## config.mk

```make
export PLATFORM = sky130hd
export DESIGN_NAME = trace_stimulus_write_filter
export DESIGN_NICKNAME = d
export VERILOG_FILES = /design/src/design/tsw_pkg.sv /design/src/design/tsw_fifo.sv /design/src/design/strobe_decode.sv /design/src/design/trace_stimulus_write_filter.sv
export VERILOG_INCLUDE_DIRS = /design/src /design/src/design
export SDC_FILE = /design/constraint.sdc
export NUM_CORES = 1
export LEC_CHECK = 0
export ABC_AREA = 1
export ABC_CLOCK_PERIOD_IN_PS = 8800
export BUFFER_PORTS_ARGS = -buffer_cell sky130_fd_sc_hd__buf_2
export CORE_ASPECT_RATIO = 1.2
export CORE_UTILIZATION = 30
export DETAILED_ROUTE_END_ITERATION = 6
export PLACE_DENSITY = 0.44
export SLEW_MARGIN = 30
export SYNTH_ARGS = -nofsm -noshare
export SYNTH_HDL_FRONTEND = slang
export SYNTH_SLANG_ARGS = --single-unit
```

## constraint.sdc

```tcl
create_clock -name ref_clk -period 8.8 [get_ports ref_clk]
set_clock_uncertainty 0.15 [all_clocks]
set_input_delay 1.76 -clock ref_clk [delete_from_list [all_inputs] [get_ports ref_clk]]
set_output_delay 1.76 -clock ref_clk [all_outputs]
set_load 0.02 [all_outputs]
```

## src/design/tsw_consts.svh

```systemverilog
`ifndef TSW_CONSTS_SVH
`define TSW_CONSTS_SVH

// write address layout
`define TSW_CHAN_LSB 8
`define TSW_INV_SEL_BIT 7
`define TSW_MID_HI 29
`define TSW_MID_LO 24
`define TSW_PROT_NS_BIT 1

// axi encodings
`define TSW_RESP_OKAY 2'h0
`define TSW_BURST_INCR 2'h1

// error packet payload
`define TSW_ERR_PAYLOAD 8'h00

// permitted strobe patterns
`define TSW_STRB_NONE 8'h00
`define TSW_STRB_B0 8'h01
`define TSW_STRB_B1 8'h02
`define TSW_STRB_B2 8'h04
`define TSW_STRB_B3 8'h08
`define TSW_STRB_B4 8'h10
`define TSW_STRB_B5 8'h20
`define TSW_STRB_B6 8'h40
`define TSW_STRB_B7 8'h80
`define TSW_STRB_H0 8'h03
`define TSW_STRB_H1 8'h0C
`define TSW_STRB_H2 8'h30
`define TSW_STRB_H3 8'hC0
`define TSW_STRB_W0 8'h0F
`define TSW_STRB_W1 8'hF0
`define TSW_STRB_D0 8'hFF

`endif

```

## src/design/tsw_pkg.sv

```systemverilog
`default_nettype none
package tsw_pkg;
  typedef enum logic [2:0] {PK_NONE, PK_D8, PK_D16, PK_D32, PK_D64, PK_MASTER_ERROR_PACKET, PK_GLOBAL_ERROR_PACKET} pkt_kind_t;
  typedef enum logic [1:0] {WR_ADDR, WR_DATA, WR_RESP} wr_state_t;
  typedef enum logic {RD_ADDR, RD_DATA} rd_state_t;
  typedef enum logic [1:0] {OVR_NONE, OVR_INVARIANT, OVR_GUARANTEED} ovr_mode_t;
endpackage
`default_nettype wire

```

## src/design/tsw_fifo.sv

```systemverilog
`default_nettype none
module tsw_fifo #(
  parameter int WIDTH = 75,
  parameter int DEPTH = 8,
  parameter int LW = $clog2(DEPTH + 1)
) (
  input wire logic ref_clk,
  input wire logic rst_n,
  input wire logic in_valid,
  output logic in_ready,
  input wire logic [WIDTH-1:0] in_data,
  output logic out_valid,
  input wire logic out_ready,
  output logic [WIDTH-1:0] out_data,
  output logic [LW-1:0] level
);
  localparam int PW = (DEPTH > 1) ? $clog2(DEPTH) : 1;
  localparam logic [LW-1:0] FULL = LW'(DEPTH);
  localparam logic [PW-1:0] LAST = PW'(DEPTH - 1);

  logic [WIDTH-1:0] mem_r [DEPTH];
  logic [WIDTH-1:0] mem_nxt [DEPTH];
  logic [PW-1:0] wp_r, wp_nxt, rp_r, rp_nxt;
  logic [LW-1:0] cnt_r, cnt_nxt;
  logic push, pop;

  // full and empty come from the count, so neither lies on wrap
  assign in_ready = (cnt_r != FULL);
  assign out_valid = (cnt_r != '0);
  assign out_data = mem_r[rp_r];
  assign level = cnt_r;
  assign push = in_valid && in_ready;
  assign pop = out_valid && out_ready;

  // pointer and count next values
  always_comb begin
    wp_nxt = wp_r;
    rp_nxt = rp_r;
    cnt_nxt = cnt_r;
    if (push) begin
      wp_nxt = (wp_r == LAST) ? '0 : wp_r + PW'(1);
    end
    if (pop) begin
      rp_nxt = (rp_r == LAST) ? '0 : rp_r + PW'(1);
    end
    if (push && !pop) begin
      cnt_nxt = cnt_r + LW'(1);
    end else if (pop && !push) begin
      cnt_nxt = cnt_r - LW'(1);
    end
  end

  // one storage word per slot
  for (genvar i = 0; i < DEPTH; i++) begin : g_slot
    always_comb begin
      mem_nxt[i] = (push && wp_r == PW'(i)) ? in_data : mem_r[i];
    end
    always_ff @(posedge ref_clk) begin
      mem_r[i] <= mem_nxt[i];
    end
  end

  always_ff @(posedge ref_clk or negedge rst_n) begin
    if (!rst_n) begin
      wp_r <= '0;
      rp_r <= '0;
      cnt_r <= '0;
    end else begin
      wp_r <= wp_nxt;
      rp_r <= rp_nxt;
      cnt_r <= cnt_nxt;
    end
  end
endmodule
`default_nettype wire

```

## src/design/strobe_decode.sv

```systemverilog
`default_nettype none
`include "tsw_consts.svh"
module strobe_decode (
  input wire logic [7:0] strb,
  input wire logic [63:0] wdata,
  output tsw_pkg::pkt_kind_t kind,
  output logic [63:0] payload
);
  import tsw_pkg::*;
  logic [2:0] lane;
  logic [63:0] shifted;

  // size and lane come from the strobes alone; low address bits never enter
  always_comb begin
    kind = PK_NONE;
    lane = 3'h0;
    case (strb)
      `TSW_STRB_B0: kind = PK_D8;
      `TSW_STRB_B1: begin kind = PK_D8; lane = 3'h1; end
      `TSW_STRB_B2: begin kind = PK_D8; lane = 3'h2; end
      `TSW_STRB_B3: begin kind = PK_D8; lane = 3'h3; end
      `TSW_STRB_B4: begin kind = PK_D8; lane = 3'h4; end
      `TSW_STRB_B5: begin kind = PK_D8; lane = 3'h5; end
      `TSW_STRB_B6: begin kind = PK_D8; lane = 3'h6; end
      `TSW_STRB_B7: begin kind = PK_D8; lane = 3'h7; end
      `TSW_STRB_H0: kind = PK_D16;
      `TSW_STRB_H1: begin kind = PK_D16; lane = 3'h2; end
      `TSW_STRB_H2: begin kind = PK_D16; lane = 3'h4; end
      `TSW_STRB_H3: begin kind = PK_D16; lane = 3'h6; end
      `TSW_STRB_W0: kind = PK_D32;
      `TSW_STRB_W1: begin kind = PK_D32; lane = 3'h4; end
      `TSW_STRB_D0: kind = PK_D64;
      // zero strobes and illegal patterns produce nothing
      default: kind = PK_NONE;
    endcase
    shifted = wdata >> {lane, 3'h0};
    // lanes above the packet size are cleared so no stale byte rides along
    case (kind)
      PK_D8: payload = {56'h0, shifted[7:0]};
      PK_D16: payload = {48'h0, shifted[15:0]};
      PK_D32: payload = {32'h0, shifted[31:0]};
      PK_D64: payload = shifted;
      default: payload = 64'h0;
    endcase
  end
endmodule
`default_nettype wire

```

## src/design/trace_stimulus_write_filter.sv

```systemverilog
`default_nettype none
`include "tsw_consts.svh"
module trace_stimulus_write_filter #(
  parameter int ADDR_W = 32,
  parameter int ID_W = 4,
  parameter int PORTS = 32,
  parameter int DEPTH = 8
) (
  input wire logic ref_clk,
  input wire logic nrst,
  input wire logic [ID_W-1:0] awid,
  input wire logic [ADDR_W-1:0] awaddr,
  input wire logic [7:0] awlen,
  input wire logic [2:0] awsize,
  input wire logic [1:0] awburst,
  input wire logic [2:0] awprot,
  input wire logic awvalid,
  output logic awready,
  input wire logic [63:0] wdata,
  input wire logic [7:0] wstrb,
  input wire logic wlast,
  input wire logic wvalid,
  output logic wready,
  output logic [ID_W-1:0] bid,
  output logic [1:0] bresp,
  output logic bvalid,
  input wire logic bready,
  input wire logic [ID_W-1:0] arid,
  input wire logic [7:0] arlen,
  input wire logic arvalid,
  output logic arready,
  output logic [ID_W-1:0] rid,
  output logic [63:0] rdata,
  output logic [1:0] rresp,
  output logic rlast,
  output logic rvalid,
  input wire logic rready,
  input wire logic trace_enable,
  input wire logic [PORTS-1:0] port_enable_control,
  input wire logic [PORTS-1:0] port_select_control,
  input wire tsw_pkg::ovr_mode_t port_override_control,
  input wire logic nonsecure_guarantee_enable,
  input wire logic invasive_debug_permit,
  input wire logic noninvasive_debug_permit,
  input wire logic secure_invasive_permit,
  input wire logic secure_noninvasive_permit,
  output logic pkt_valid,
  input wire logic pkt_ready,
  output tsw_pkg::pkt_kind_t pkt_kind,
  output logic [7:0] pkt_master,
  output logic [63:0] pkt_data
);
  import tsw_pkg::*;
  localparam int PIW = (PORTS > 1) ? $clog2(PORTS) : 1;
  localparam int FW = 3 + 8 + 64;
  localparam int LW = $clog2(DEPTH + 1);
  localparam logic [LW:0] ROOM = (LW + 1)'(DEPTH);

  logic rst_a_r, rst_n;
  // reset enters asynchronously but is released only after two edges
  always_ff @(posedge ref_clk or negedge nrst) begin
    if (!nrst) begin
      rst_a_r <= 1'b0;
      rst_n <= 1'b0;
    end else begin
      rst_a_r <= 1'b1;
      rst_n <= rst_a_r;
    end
  end

  // pin-level permits: three stages, a bit moves once stages two and three agree
  logic [4:0] pin_s1_r, pin_s2_r, pin_s3_r, pin_r, pin_nxt;
  always_comb begin
    pin_nxt = (pin_s2_r & pin_s3_r) | (pin_r & (pin_s2_r ^ pin_s3_r));
  end
  always_ff @(posedge ref_clk or negedge rst_n) begin
    if (!rst_n) begin
      pin_s1_r <= '0;
      pin_s2_r <= '0;
      pin_s3_r <= '0;
      pin_r <= '0;
    end else begin
      pin_s1_r <= {nonsecure_guarantee_enable, invasive_debug_permit,
                   noninvasive_debug_permit, secure_invasive_permit, secure_noninvasive_permit};
      pin_s2_r <= pin_s1_r;
      pin_s3_r <= pin_s2_r;
      pin_r <= pin_nxt;
    end
  end

  // permitted debug levels per security state
  logic ns_guar_en, inv_ns, inv_s, nin_ns, nin_s;
  assign ns_guar_en = pin_r[4];
  assign inv_ns = pin_r[3];
  assign inv_s = pin_r[3] & pin_r[1];
  assign nin_ns = pin_r[3] | pin_r[2];
  assign nin_s = nin_ns & (pin_r[1] | pin_r[0]);

  // classify a beat: bit 1 guaranteed, bit 0 dropped; prot[0] and prot[2] never read
  function automatic logic [1:0] classify(input logic [ADDR_W-1:0] a, input logic ns);
    logic [PIW-1:0] idx;
    logic drop, guar;
    idx = a[`TSW_CHAN_LSB +: PIW];
    drop = !trace_enable || !port_enable_control[idx] || !(ns ? nin_ns : nin_s);
    guar = !a[`TSW_INV_SEL_BIT];
    if (ns && !ns_guar_en) begin
      guar = 1'b0;
    end
    if (port_select_control[idx]) begin
      if (port_override_control == OVR_GUARANTEED && (ns ? inv_ns : inv_s)) begin
        guar = 1'b1;
      end else if (port_override_control == OVR_INVARIANT) begin
        guar = 1'b0;
      end
    end
    return {guar, drop};
  endfunction

  // decode and buffer
  pkt_kind_t dec_kind, out_kind;
  logic [63:0] dec_data;
  logic fifo_in_valid, fifo_in_ready, fifo_out_valid, fifo_out_ready;
  logic [FW-1:0] fifo_in_data, fifo_out_data;
  logic [LW-1:0] fifo_level;

  strobe_decode u_dec (
    .strb(wstrb),
    .wdata(wdata),
    .kind(dec_kind),
    .payload(dec_data)
  );

  tsw_fifo #(.WIDTH(FW), .DEPTH(DEPTH)) u_fifo (
    .ref_clk(ref_clk),
    .rst_n(rst_n),
    .in_valid(fifo_in_valid),
    .in_ready(fifo_in_ready),
    .in_data(fifo_in_data),
    .out_valid(fifo_out_valid),
    .out_ready(fifo_out_ready),
    .out_data(fifo_out_data),
    .level(fifo_level)
  );

  // write channel state
  wr_state_t wst_r, wst_nxt;
  logic [ADDR_W-1:0] addr_r, addr_nxt;
  logic ns_r, ns_nxt;
  logic [2:0] size_r, size_nxt;
  logic [1:0] burst_r, burst_nxt;
  logic [ID_W-1:0] bid_nxt;
  logic awready_nxt, wready_nxt, bvalid_nxt;
  logic [1:0] cls_cur, cls_nxt;
  logic wfire, data_push, lost, err_push, room;
  logic [7:0] mid_cur;

  // a process, not an assign: the class also follows enables read inside classify
  always_comb begin
    cls_cur = classify(addr_r, ns_r);
  end
  assign mid_cur = {1'b0, ns_r, addr_r[`TSW_MID_HI:`TSW_MID_LO]};
  assign wfire = (wst_r == WR_DATA) && wvalid && wready;
  assign data_push = wfire && !cls_cur[0] && dec_kind != PK_NONE && fifo_in_ready;
  assign lost = wfire && !cls_cur[0] && dec_kind != PK_NONE && !fifo_in_ready;

  // next beat state; wready is registered, so room is judged one cycle ahead
  always_comb begin
    wst_nxt = wst_r;
    addr_nxt = addr_r;
    ns_nxt = ns_r;
    size_nxt = size_r;
    burst_nxt = burst_r;
    bid_nxt = bid;
    bvalid_nxt = bvalid;
    case (wst_r)
      WR_ADDR: begin
        if (awvalid && awready) begin
          addr_nxt = awaddr;
          ns_nxt = awprot[`TSW_PROT_NS_BIT];
          size_nxt = awsize;
          burst_nxt = awburst;
          bid_nxt = awid;
          wst_nxt = WR_DATA;
        end
      end
      WR_DATA: begin
        if (wfire) begin
          if (wlast) begin
            wst_nxt = WR_RESP;
            bvalid_nxt = 1'b1;
          end else if (burst_r == `TSW_BURST_INCR) begin
            addr_nxt = addr_r + (ADDR_W'(1) << size_r);
          end
        end
      end
      WR_RESP: begin
        if (bready) begin
          wst_nxt = WR_ADDR;
          bvalid_nxt = 1'b0;
        end
      end
      default: wst_nxt = WR_ADDR;
    endcase
    cls_nxt = classify(addr_nxt, ns_nxt);
    room = ({1'b0, fifo_level} + (LW + 1)'(fifo_in_valid)) < ROOM;
    awready_nxt = (wst_nxt == WR_ADDR);
    // invariant and dropped beats never wait; guaranteed ones wait for room
    wready_nxt = (wst_nxt == WR_DATA) && (!cls_nxt[1] || cls_nxt[0] || room);
  end

  always_ff @(posedge ref_clk or negedge rst_n) begin
    if (!rst_n) begin
      wst_r <= WR_ADDR;
      addr_r <= '0;
      ns_r <= 1'b0;
      size_r <= 3'h0;
      burst_r <= 2'h0;
      bid <= '0;
      bvalid <= 1'b0;
      bresp <= `TSW_RESP_OKAY;
      awready <= 1'b0;
      wready <= 1'b0;
    end else begin
      wst_r <= wst_nxt;
      addr_r <= addr_nxt;
      ns_r <= ns_nxt;
      size_r <= size_nxt;
      burst_r <= burst_nxt;
      bid <= bid_nxt;
      bvalid <= bvalid_nxt;
      bresp <= `TSW_RESP_OKAY;
      awready <= awready_nxt;
      wready <= wready_nxt;
    end
  end

  // overflow error tracking
  logic err_pend_r, err_pend_nxt, err_glob_r, err_glob_nxt, quiet_r, quiet_nxt;
  logic [7:0] err_mid_r, err_mid_nxt;
  assign err_push = err_pend_r && !data_push && fifo_in_ready;
  assign fifo_in_valid = data_push || err_push;
  always_comb begin
    if (err_push) begin
      fifo_in_data = {err_glob_r ? PK_GLOBAL_ERROR_PACKET : PK_MASTER_ERROR_PACKET, err_mid_r, 56'h0, `TSW_ERR_PAYLOAD};
    end else begin
      fifo_in_data = {dec_kind, mid_cur, dec_data};
    end
  end

  // after an error push and before the next data push, a loss is kept only if it comes from another master
  always_comb begin
    err_pend_nxt = err_pend_r;
    err_glob_nxt = err_glob_r;
    err_mid_nxt = err_mid_r;
    quiet_nxt = quiet_r;
    if (err_push) begin
      err_pend_nxt = 1'b0;
      err_glob_nxt = 1'b0;
      quiet_nxt = 1'b1;
    end
    if (data_push) begin
      quiet_nxt = 1'b0;
    end
    if (lost) begin
      if (err_pend_r && !err_push) begin
        if (mid_cur != err_mid_r) begin
          err_glob_nxt = 1'b1;
        end
      end else if (!quiet_nxt || mid_cur != err_mid_r) begin
        err_pend_nxt = 1'b1;
        err_mid_nxt = mid_cur;
      end
    end
  end

  always_ff @(posedge ref_clk or negedge rst_n) begin
    if (!rst_n) begin
      err_pend_r <= 1'b0;
      err_glob_r <= 1'b0;
      err_mid_r <= 8'h00;
      quiet_r <= 1'b0;
    end else begin
      err_pend_r <= err_pend_nxt;
      err_glob_r <= err_glob_nxt;
      err_mid_r <= err_mid_nxt;
      quiet_r <= quiet_nxt;
    end
  end

  // output stage keeps every packet output on a flop
  logic pkt_valid_nxt;
  assign fifo_out_ready = !pkt_valid || pkt_ready;
  assign out_kind = pkt_kind_t'(fifo_out_data[FW-1 -: 3]);
  always_comb begin
    pkt_valid_nxt = fifo_out_ready ? fifo_out_valid : pkt_valid;
  end
  always_ff @(posedge ref_clk or negedge rst_n) begin
    if (!rst_n) begin
      pkt_valid <= 1'b0;
      pkt_kind <= PK_NONE;
      pkt_master <= 8'h00;
      pkt_data <= 64'h0;
    end else begin
      pkt_valid <= pkt_valid_nxt;
      if (fifo_out_ready && fifo_out_valid) begin
        pkt_kind <= out_kind;
        pkt_master <= fifo_out_data[71:64];
        pkt_data <= fifo_out_data[63:0];
      end
    end
  end

  // read channel: write-only space, so every beat is zero data and OKAY
  rd_state_t rst_r, rst_nxt;
  logic [7:0] rcnt_r, rcnt_nxt;
  logic [ID_W-1:0] rid_nxt;
  logic arready_nxt, rvalid_nxt, rlast_nxt;
  always_comb begin
    rst_nxt = rst_r;
    rcnt_nxt = rcnt_r;
    rid_nxt = rid;
    case (rst_r)
      RD_ADDR: begin
        if (arvalid && arready) begin
          rst_nxt = RD_DATA;
          rcnt_nxt = arlen;
          rid_nxt = arid;
        end
      end
      RD_DATA: begin
        if (rready) begin
          if (rcnt_r == 8'h00) begin
            rst_nxt = RD_ADDR;
          end else begin
            rcnt_nxt = rcnt_r - 8'h01;
          end
        end
      end
      default: rst_nxt = RD_ADDR;
    endcase
    arready_nxt = (rst_nxt == RD_ADDR);
    rvalid_nxt = (rst_nxt == RD_DATA);
    rlast_nxt = (rst_nxt == RD_DATA) && (rcnt_nxt == 8'h00);
  end
  always_ff @(posedge ref_clk or negedge rst_n) begin
    if (!rst_n) begin
      rst_r <= RD_ADDR;
      rcnt_r <= 8'h00;
      rid <= '0;
      arready <= 1'b0;
      rvalid <= 1'b0;
      rlast <= 1'b0;
      rdata <= 64'h0;
      rresp <= `TSW_RESP_OKAY;
    end else begin
      rst_r <= rst_nxt;
      rcnt_r <= rcnt_nxt;
      rid <= rid_nxt;
      arready <= arready_nxt;
      rvalid <= rvalid_nxt;
      rlast <= rlast_nxt;
      rdata <= 64'h0;
      rresp <= `TSW_RESP_OKAY;
    end
  end
endmodule
`default_nettype wire

```

==> results of run 1 <==
[cells by family after synthesis]
family,after synthesis,synth area share [%]
AND/OR/NAND/NOR,1059,12.99
multiplexers,143,4.152
flip-flops,769,64.20
XOR/XNOR,21,0.5317
AO/OA/AOI/OAI,629,11.42
other,2,0.02171
adder cells (fa/ha/maj),28,1.056
buffers and inverters,427,5.643
[cell usage after synthesis (8+ instances only)]
cell type	number	share of area [%]
edfxtp_1	592	51
nand2_1	457	5.0
nor2_1	342	3.7
o21ai_0	310	4.5
dfrtp_1	177	13
inv_1	168	1.8
nand3_1	154	2.2
mux2i_1	139	4.0
clkbuf_1	130	1.4
o221ai_1	104	2.6
buf_4	77	1.7
a21oi_1	68	0.98
nor3_1	39	0.56
ha_1	26	0.94
o22ai_1	26	0.47
o32ai_1	25	0.63
buf_2	24	0.35
a211oi_1	21	0.46
o211ai_1	17	0.37
buf_1	14	0.15
nand4_1	14	0.25
xor2_1	13	0.33
nand3b_1	12	0.26
a22oi_1	10	0.22
nor4_1	10	0.18
a311oi_1	9	0.23
inv_2	9	0.098
or2_2	9	0.16
xnor2_1	8	0.20
[power by group through the flow]
| stage | clock, W | combinational (W) | sequential (W) |
|---|---|---|---|
| after floorplan | 0 | 0.00263 | 0.00481 |
| after global placement | 0 | 0.00405 | 0.00476 |
| after detailed placement | 0 | 0.00406 | 0.00475 |
| after CTS | 0.00383 | 0.00407 | 0.00469 |
| after global routing | 0.00396 | 0.00445 | 0.00474 |
| final | 0.00372 | 0.00398 | 0.00468 |
[per-layer routing]
metal	GRT usage (%)	wire, µm	vias up
met5	0	128	-
met4	4.865	2224	20
met3	3.387	6409	132
met2	30.08	50660	628
met1	22.20	43630	11700
li1	-	-	11440
[worst max-delay path: stages]
cell      delay [ns]
buf_2           0.13
nor2_1          0.21
nand2_2         0.13
nor3_4          0.18
nand2_1         0.07
o21ai_0         0.10
nor2_2          0.08
nand2_1         0.06
nor2_1          0.07
nand2_1         0.18
nand4_1         0.15
nand2_1         0.24
clkinv_1        0.42
nor3_2          0.22
buf_4           0.58
buf_4           0.72
[path summary, 6_finish.rpt]
kind | from | end | slack (ns) | cells after the start
setup / recovery | wstrb[4] | u_fifo.mem_r[2][32] | 3.59 | 16
hold / removal | rst_a_r | rst_n | 0.19 | 0
setup reg to reg | addr_r[9] | u_fifo.mem_r[2][32] | 4.11 | 12
hold reg to reg | rst_a_r | rst_n | 0.19 | 0
max in group asynchronous | rst_n | u_fifo.rp_r[0] | 6.91 | 2
min in group asynchronous | rst_n | rcnt_r[2] | 0.31 | 1
[per-stage QoR]
stage               instance area [µm²]  total power (W)
finish                            40510          0.01238
global route                      40500          0.01315
CTS                               40460          0.01259
detailed placement                37520         0.008810
global placement                  37420         0.008803
floorplan                         34850         0.007443
[flip-flops by register name, summed over array words and instances, names as in the netlist, 5 cells and up]
register and cells:
err_mid_r 7, pin_s1_r 5, pkt_master 7, pkt_data 64
addr_r 30, pin_r 5, pin_s2_r 5, rcnt_r 8
u_fifo.mem_r 592, pin_s3_r 5
[area by class of cell]
| type | instances | share of cell area [%] |
|---|---|---|
| clock buffers | 116 | 5.816 |
| flip-flops and latches | 769 | 54.86 |
| repair buffers | 344 | 4.646 |
| inverters | 178 | 1.668 |
| diodes | 3 | 0.01853 |
| clock inverters | 46 | 1.449 |
| multi-input cells | 1950 | 26.86 |
| well taps | 1518 | 4.689 |
==> results_dict.tcl, run 1 <==
set metrics [dict create \
    status "finished, final reports clean" \
    clock_sinks 769 \
    cp_max_fo 38 \
    hpwl_um 62250 \
    track_usage_pct 17.48 \
    clockPowerShare_pct 30.1 \
    cts_tree "yes" \
    antenna_found_initial 16 \
    first_global_vias 23830 \
    grt_pass1_wl_um 153500 \
    syn_inst 3078 \
    area_growth_pct 17.10 \
    holdBufCountCts 0 \
    required_ns 8.94 \
    initial_core_util_pct 30.21 \
    holdWs_ns 0.1944 \
    swShare_pct 37.48 \
    drc 0 \
    startpoint_type "input pin" \
    place_ws_ns 2.852 \
    worst-slew-pin-transition_ns 0.9997 \
    utilization_pct 35.37 \
    die_w_um 312.0 \
    mostFrequentLayoutCells "592 x edfxtp_1, 457 x nand2_1, 339 x nor2_1" \
    avgSynthCellArea_um2 11.24 \
    setup_slack_ns 3.593 \
    setup_tns_ns 0 \
    cp-end-kind "flop" \
    dr.first_iter.drc_count 1519 \
    seqCellArea_um2 22220 \
    nets 3575 \
    path_class "in2reg" \
    fmax_mhz 192.1 \
    internal-power_w 0.007740 \
    max-cap-violations 0 \
    arrival_ns 5.34 \
    finalCritPeriodShare_pct 59.17 \
    vias_per_cell 4.856 \
    drive_gt1_share_pct 16.34 \
    dieArea_um2 116700 \
    ys_seq_elements 769 \
    clockBufferDepth 3 \
    min_period_ns 5.207 \
    ios 375 \
    synth-main-ff-cell "edfxtp_1" \
    hold_viol 0 \
    grt_max_degree 125 \
    ys_types 61 \
    combPwrFrac_pct 32.1 \
    clock_latency_ns 0.67 \
    ys_warn_count 0 \
    final-setup-viol-count 0 \
    async_flop_share_pct 23.02 \
    hp-class "reg2reg" \
    fillers 11500 \
    globalplace.congestion 0.8068 \
    netlist_area_um2 34590 \
    ys_seq_area_share_pct 64.20 \
    fp-row-count 136 \
    peakVddDrop_mv 0.1468 \
    port-buffer-count 293 \
    die_h_um 374.0 \
    p_sw_w 0.004640 \
    placeableCoreArea_um2 114500 \
    slew_headroom_pct 33.11 \
    p_per_area_nw_per_um2 305.6 \
    p_seq_share_pct 37.8 \
    drv_slew 0 \
    final_common_cell "edfxtp_1" \
    first_pass_iters 5 \
    routed_wl_um 103100 \
    cts.repair.resized 0 \
    rsz0062_at_grt "no" \
    route.vias.total 23910 \
    fin_cells 4924 \
    cts_made_buffers 87 \
    cts_root_buffer "clkbuf_16" \
    h-tree-depth 3 \
    clkSlewWorstSetupHoldPaths_ns 0.05 \
    overflow 0 \
    multi_input_area_um2 10880 \
    final_antenna_net_count 0 \
    dp.cells 4759 \
    wl_per_cell_um 20.93 \
    post-cts-setup-buffers 0 \
    p_leak_nw 15.47 \
    synth_edf_count 592 \
]
(Power assumes the default switching activity.)
==> inputs of run 2 (changes only) <==
--- a/config.mk
+++ b/config.mk
@@ -6,8 +6,8 @@
 export SDC_FILE = /design/constraint.sdc
 export NUM_CORES = 1
 export LEC_CHECK = 0
-export ABC_AREA = 1
-export ABC_CLOCK_PERIOD_IN_PS = 8800
+export ABC_AREA = 0
+export ABC_CLOCK_PERIOD_IN_PS = 5290
 export BUFFER_PORTS_ARGS = -buffer_cell sky130_fd_sc_hd__buf_2
 export CORE_ASPECT_RATIO = 1.2
 export CORE_UTILIZATION = 30
==> constraint.sdc (replaced) <==
create_clock -name ref_clk -period 5.29 [get_ports ref_clk]
set_clock_uncertainty 0.15 [all_clocks]
set_input_delay 1.058 -clock ref_clk [delete_from_list [all_inputs] [get_ports ref_clk]]
set_output_delay 1.058 -clock ref_clk [all_outputs]
set_load 0.02 [all_outputs]
==> results_dict.tcl, run 2 <==
set metrics [dict create \
    vias_per_cell 4.943 \
    max-cap-violations 0 \
    setup_slack_ns 0.9161 \
    mostFrequentLayoutCells "592 x edfxtp_1, 293 x buf_2, 184 x nand2_1" \
    globalplace.congestion 0.8489 \
    placeableCoreArea_um2 111700 \
    grt_pass1_wl_um 139400 \
    fin_cells 4165 \
    cts_tree "yes" \
    fillers 10820 \
    track_usage_pct 16.64 \
    setup_tns_ns 0 \
    utilization_pct 35.92 \
    design_area_um2 40110 \
    grt_max_degree 152 \
    hpwl_um 60940 \
    synth.top_cell.area_share_pct 52.46 \
    wl_per_cell_um 22.93 \
    critPathCapture "wready" \
    status "finished, final reports clean" \
    route.vias.total 20590 \
    dieArea_um2 114300 \
    drv_slew 0 \
    reg2regPathDepth 14 \
    slew_headroom_pct 41.08 \
    top_register "u_fifo.mem_r" \
    clock_latency_ns 0.66 \
    ys_top_cells_by_area "edfxtp_1 52%, dfrtp_1 13%, mux4_2 11%" \
    die_w_um 308.8 \
    ios 375 \
    avgSynthCellArea_um2 14.82 \
    r2r_start "size_r[0]" \
    fp-row-count 134 \
    antenna_found_initial 21 \
    p_leak_nw 14.30 \
    cts_made_buffers 87 \
    worst-slew-pin-transition_ns 0.8806 \
    area_growth_pct 18.36 \
    rsz0062_at_grt "no" \
    synth_commonest_cells "592 x edfxtp_1, 184 x nand2_1, 182 x nor2_1, 177 x dfrtp_1, 158 x mux4_2" \
    h-tree-depth 3 \
    ys_seq_area_share_pct 65.53 \
    largest_reg_flops 592 \
    final-setup-viol-count 0 \
    critical_path.startpoint "size_r[0]" \
    cts_root_buffer "clkbuf_16" \
    first_global_vias 21280 \
    final_antenna_net_count 0 \
    cp-end-kind "flop" \
    synth-main-ff-cell "edfxtp_1" \
    dr.first_iter.drc_count 1437 \
    hp-class "reg2async" \
    syn_inst 2286 \
    cp_max_fo 11 \
    routed_wl_um 95490 \
    peakVddDrop_mv 0.3746 \
    die_h_um 370.2 \
    ys_seq_elements 769 \
    drc 0 \
    ys_types 72 \
    nets 2835 \
    arrival_ns 4.75 \
    min_period_ns 4.374 \
    seqCellArea_um2 22220 \
    synth_top_area_cell "edfxtp_1" \
    fmax_mhz 228.6 \
    multi_input_area_um2 10840 \
    clkSlewWorstSetupHoldPaths_ns 0.06 \
    clock_sinks 769 \
    drive_gt1_share_pct 26.60 \
    hold_viol 0 \
    netlist_area_um2 33880 \
    port-buffer-count 293 \
    place_ws_ns 0.4809 \
    regToRegSetupSlack_ns 0.92 \
    path_class "reg2reg" \
    finalCritPeriodShare_pct 82.68 \
    r2r_end "wready" \
    final_common_cell "edfxtp_1" \
    first_pass_iters 6 \
    yosysMostFrequentCell "edfxtp_1" \
    startpoint_type "flop" \
    required_ns 5.66 \
    reg_top3 "u_fifo.mem_r (592), pkt_data (64), addr_r (30)" \
    initial_core_util_pct 30.35 \
    synth_edf_count 592 \
    async_flop_share_pct 23.02 \
    dp.cells 3996 \
    post_dp_cell_area_um2 37160 \
    p_per_area_nw_per_um2 487.9 \
    overflow 0 \
    clockBufferDepth 3 \
    post-cts-setup-buffers 0 \
    ys_warn_count 0 \
]
==> run 2: changes by cell type after synthesis, moves of 102 or more <==
cell / before / now
nor2_1: 342 / 182
o21ai_0: 310 / 79
mux4_2: 0 / 158
nand2_1: 457 / 184
inv_1: 168 / 28
o221ai_1: 104 / 2
nand3_1: 154 / 21
==> run 2: final cells by class <==
cell class / instances / share of cell area (%)
inverters: 29 / 0.2714
diodes: 4 / 0.02496
repair buffers: 349 / 5.291
multi-input cells: 1354 / 27.04
clock buffers: 125 / 6.342
clock inverters: 39 / 0.9609
well taps: 1496 / 4.667
flip-flops and latches: 769 / 55.41
==> run 2: cells by family (layout without fill, tap and decap cells) <==
kind of cell | count (synthesis) | in the layout | share of synthesized area, %
buffers and inverters | 231 | 542 | 3.449
other | 2 | 74 | 0.02216
XOR/XNOR | 23 | 23 | 0.5945
AND/OR/NAND/NOR | 536 | 536 | 7.200
adder cells (fa/ha/maj) | 28 | 28 | 1.078
AO/OA/AOI/OAI | 395 | 395 | 7.230
flip-flops | 769 | 769 | 65.53
multiplexers | 302 | 302 | 14.89
==> run 2: how the worst min path moves through the flow <==
stage                              end  cells after the start
after floorplan                  rst_n                      0
after global placement     pin_s2_r[1]                      0
after detailed placement   pin_s2_r[0]                      0
after CTS                  pin_s2_r[0]                      0
after global routing       pin_s2_r[2]                      0
final                     pkt_data[17]                      0
==> run 2: power by group <==
group / switching (W) / internal [W] / total (W)
Combinational: 0.00313 / 0.00250 / 0.00563
Clock: 0.00250 / 0.00361 / 0.00611
Sequential: 0.000767 / 0.00706 / 0.00783
Total: 0.00639 / 0.0132 / 0.0196
==> run 2: timing repair <==
action,4_1_cts,5_1_grt
hold buffers,1,0
endpoints found under the hold margin,2,0
gates resized for setup,0,0
==> run 2: critical path: stages (launching register included) <==
cell and delay [ns]:
dfrtp_1 0.49, nor3_1 0.12, ha_1 0.24, fa_1 0.46
a211oi_1 0.43, o211ai_1 0.17, a21oi_1 0.21, o21a_1 0.34
nor2_1 0.13, inv_1 0.36, nand2_1 0.10, a311oi_1 0.44
nor4_1 0.09, nor4_1 0.39, a21boi_1 0.10
==> run 2: routing by layer <==
layer / part of all wire, % / vias up / global-route usage, %
met1: 42 / 10480 / 21.16
met4: 2.3 / 32 / 5.396
met5: 0.20 / - / 0
li1: - / 9307 / -
met3: 7.5 / 138 / 4.565
met2: 48 / 634 / 27.32
==> run 2: per-stage QoR <==
step	total power (W)	hold WS, ns
finish	0.01957	0.1693
global route	0.02064	0.2047
CTS	0.01994	0.1990
detailed placement	0.01374	0.1863
global placement	0.01366	0.1817
floorplan	0.01180	0.1811
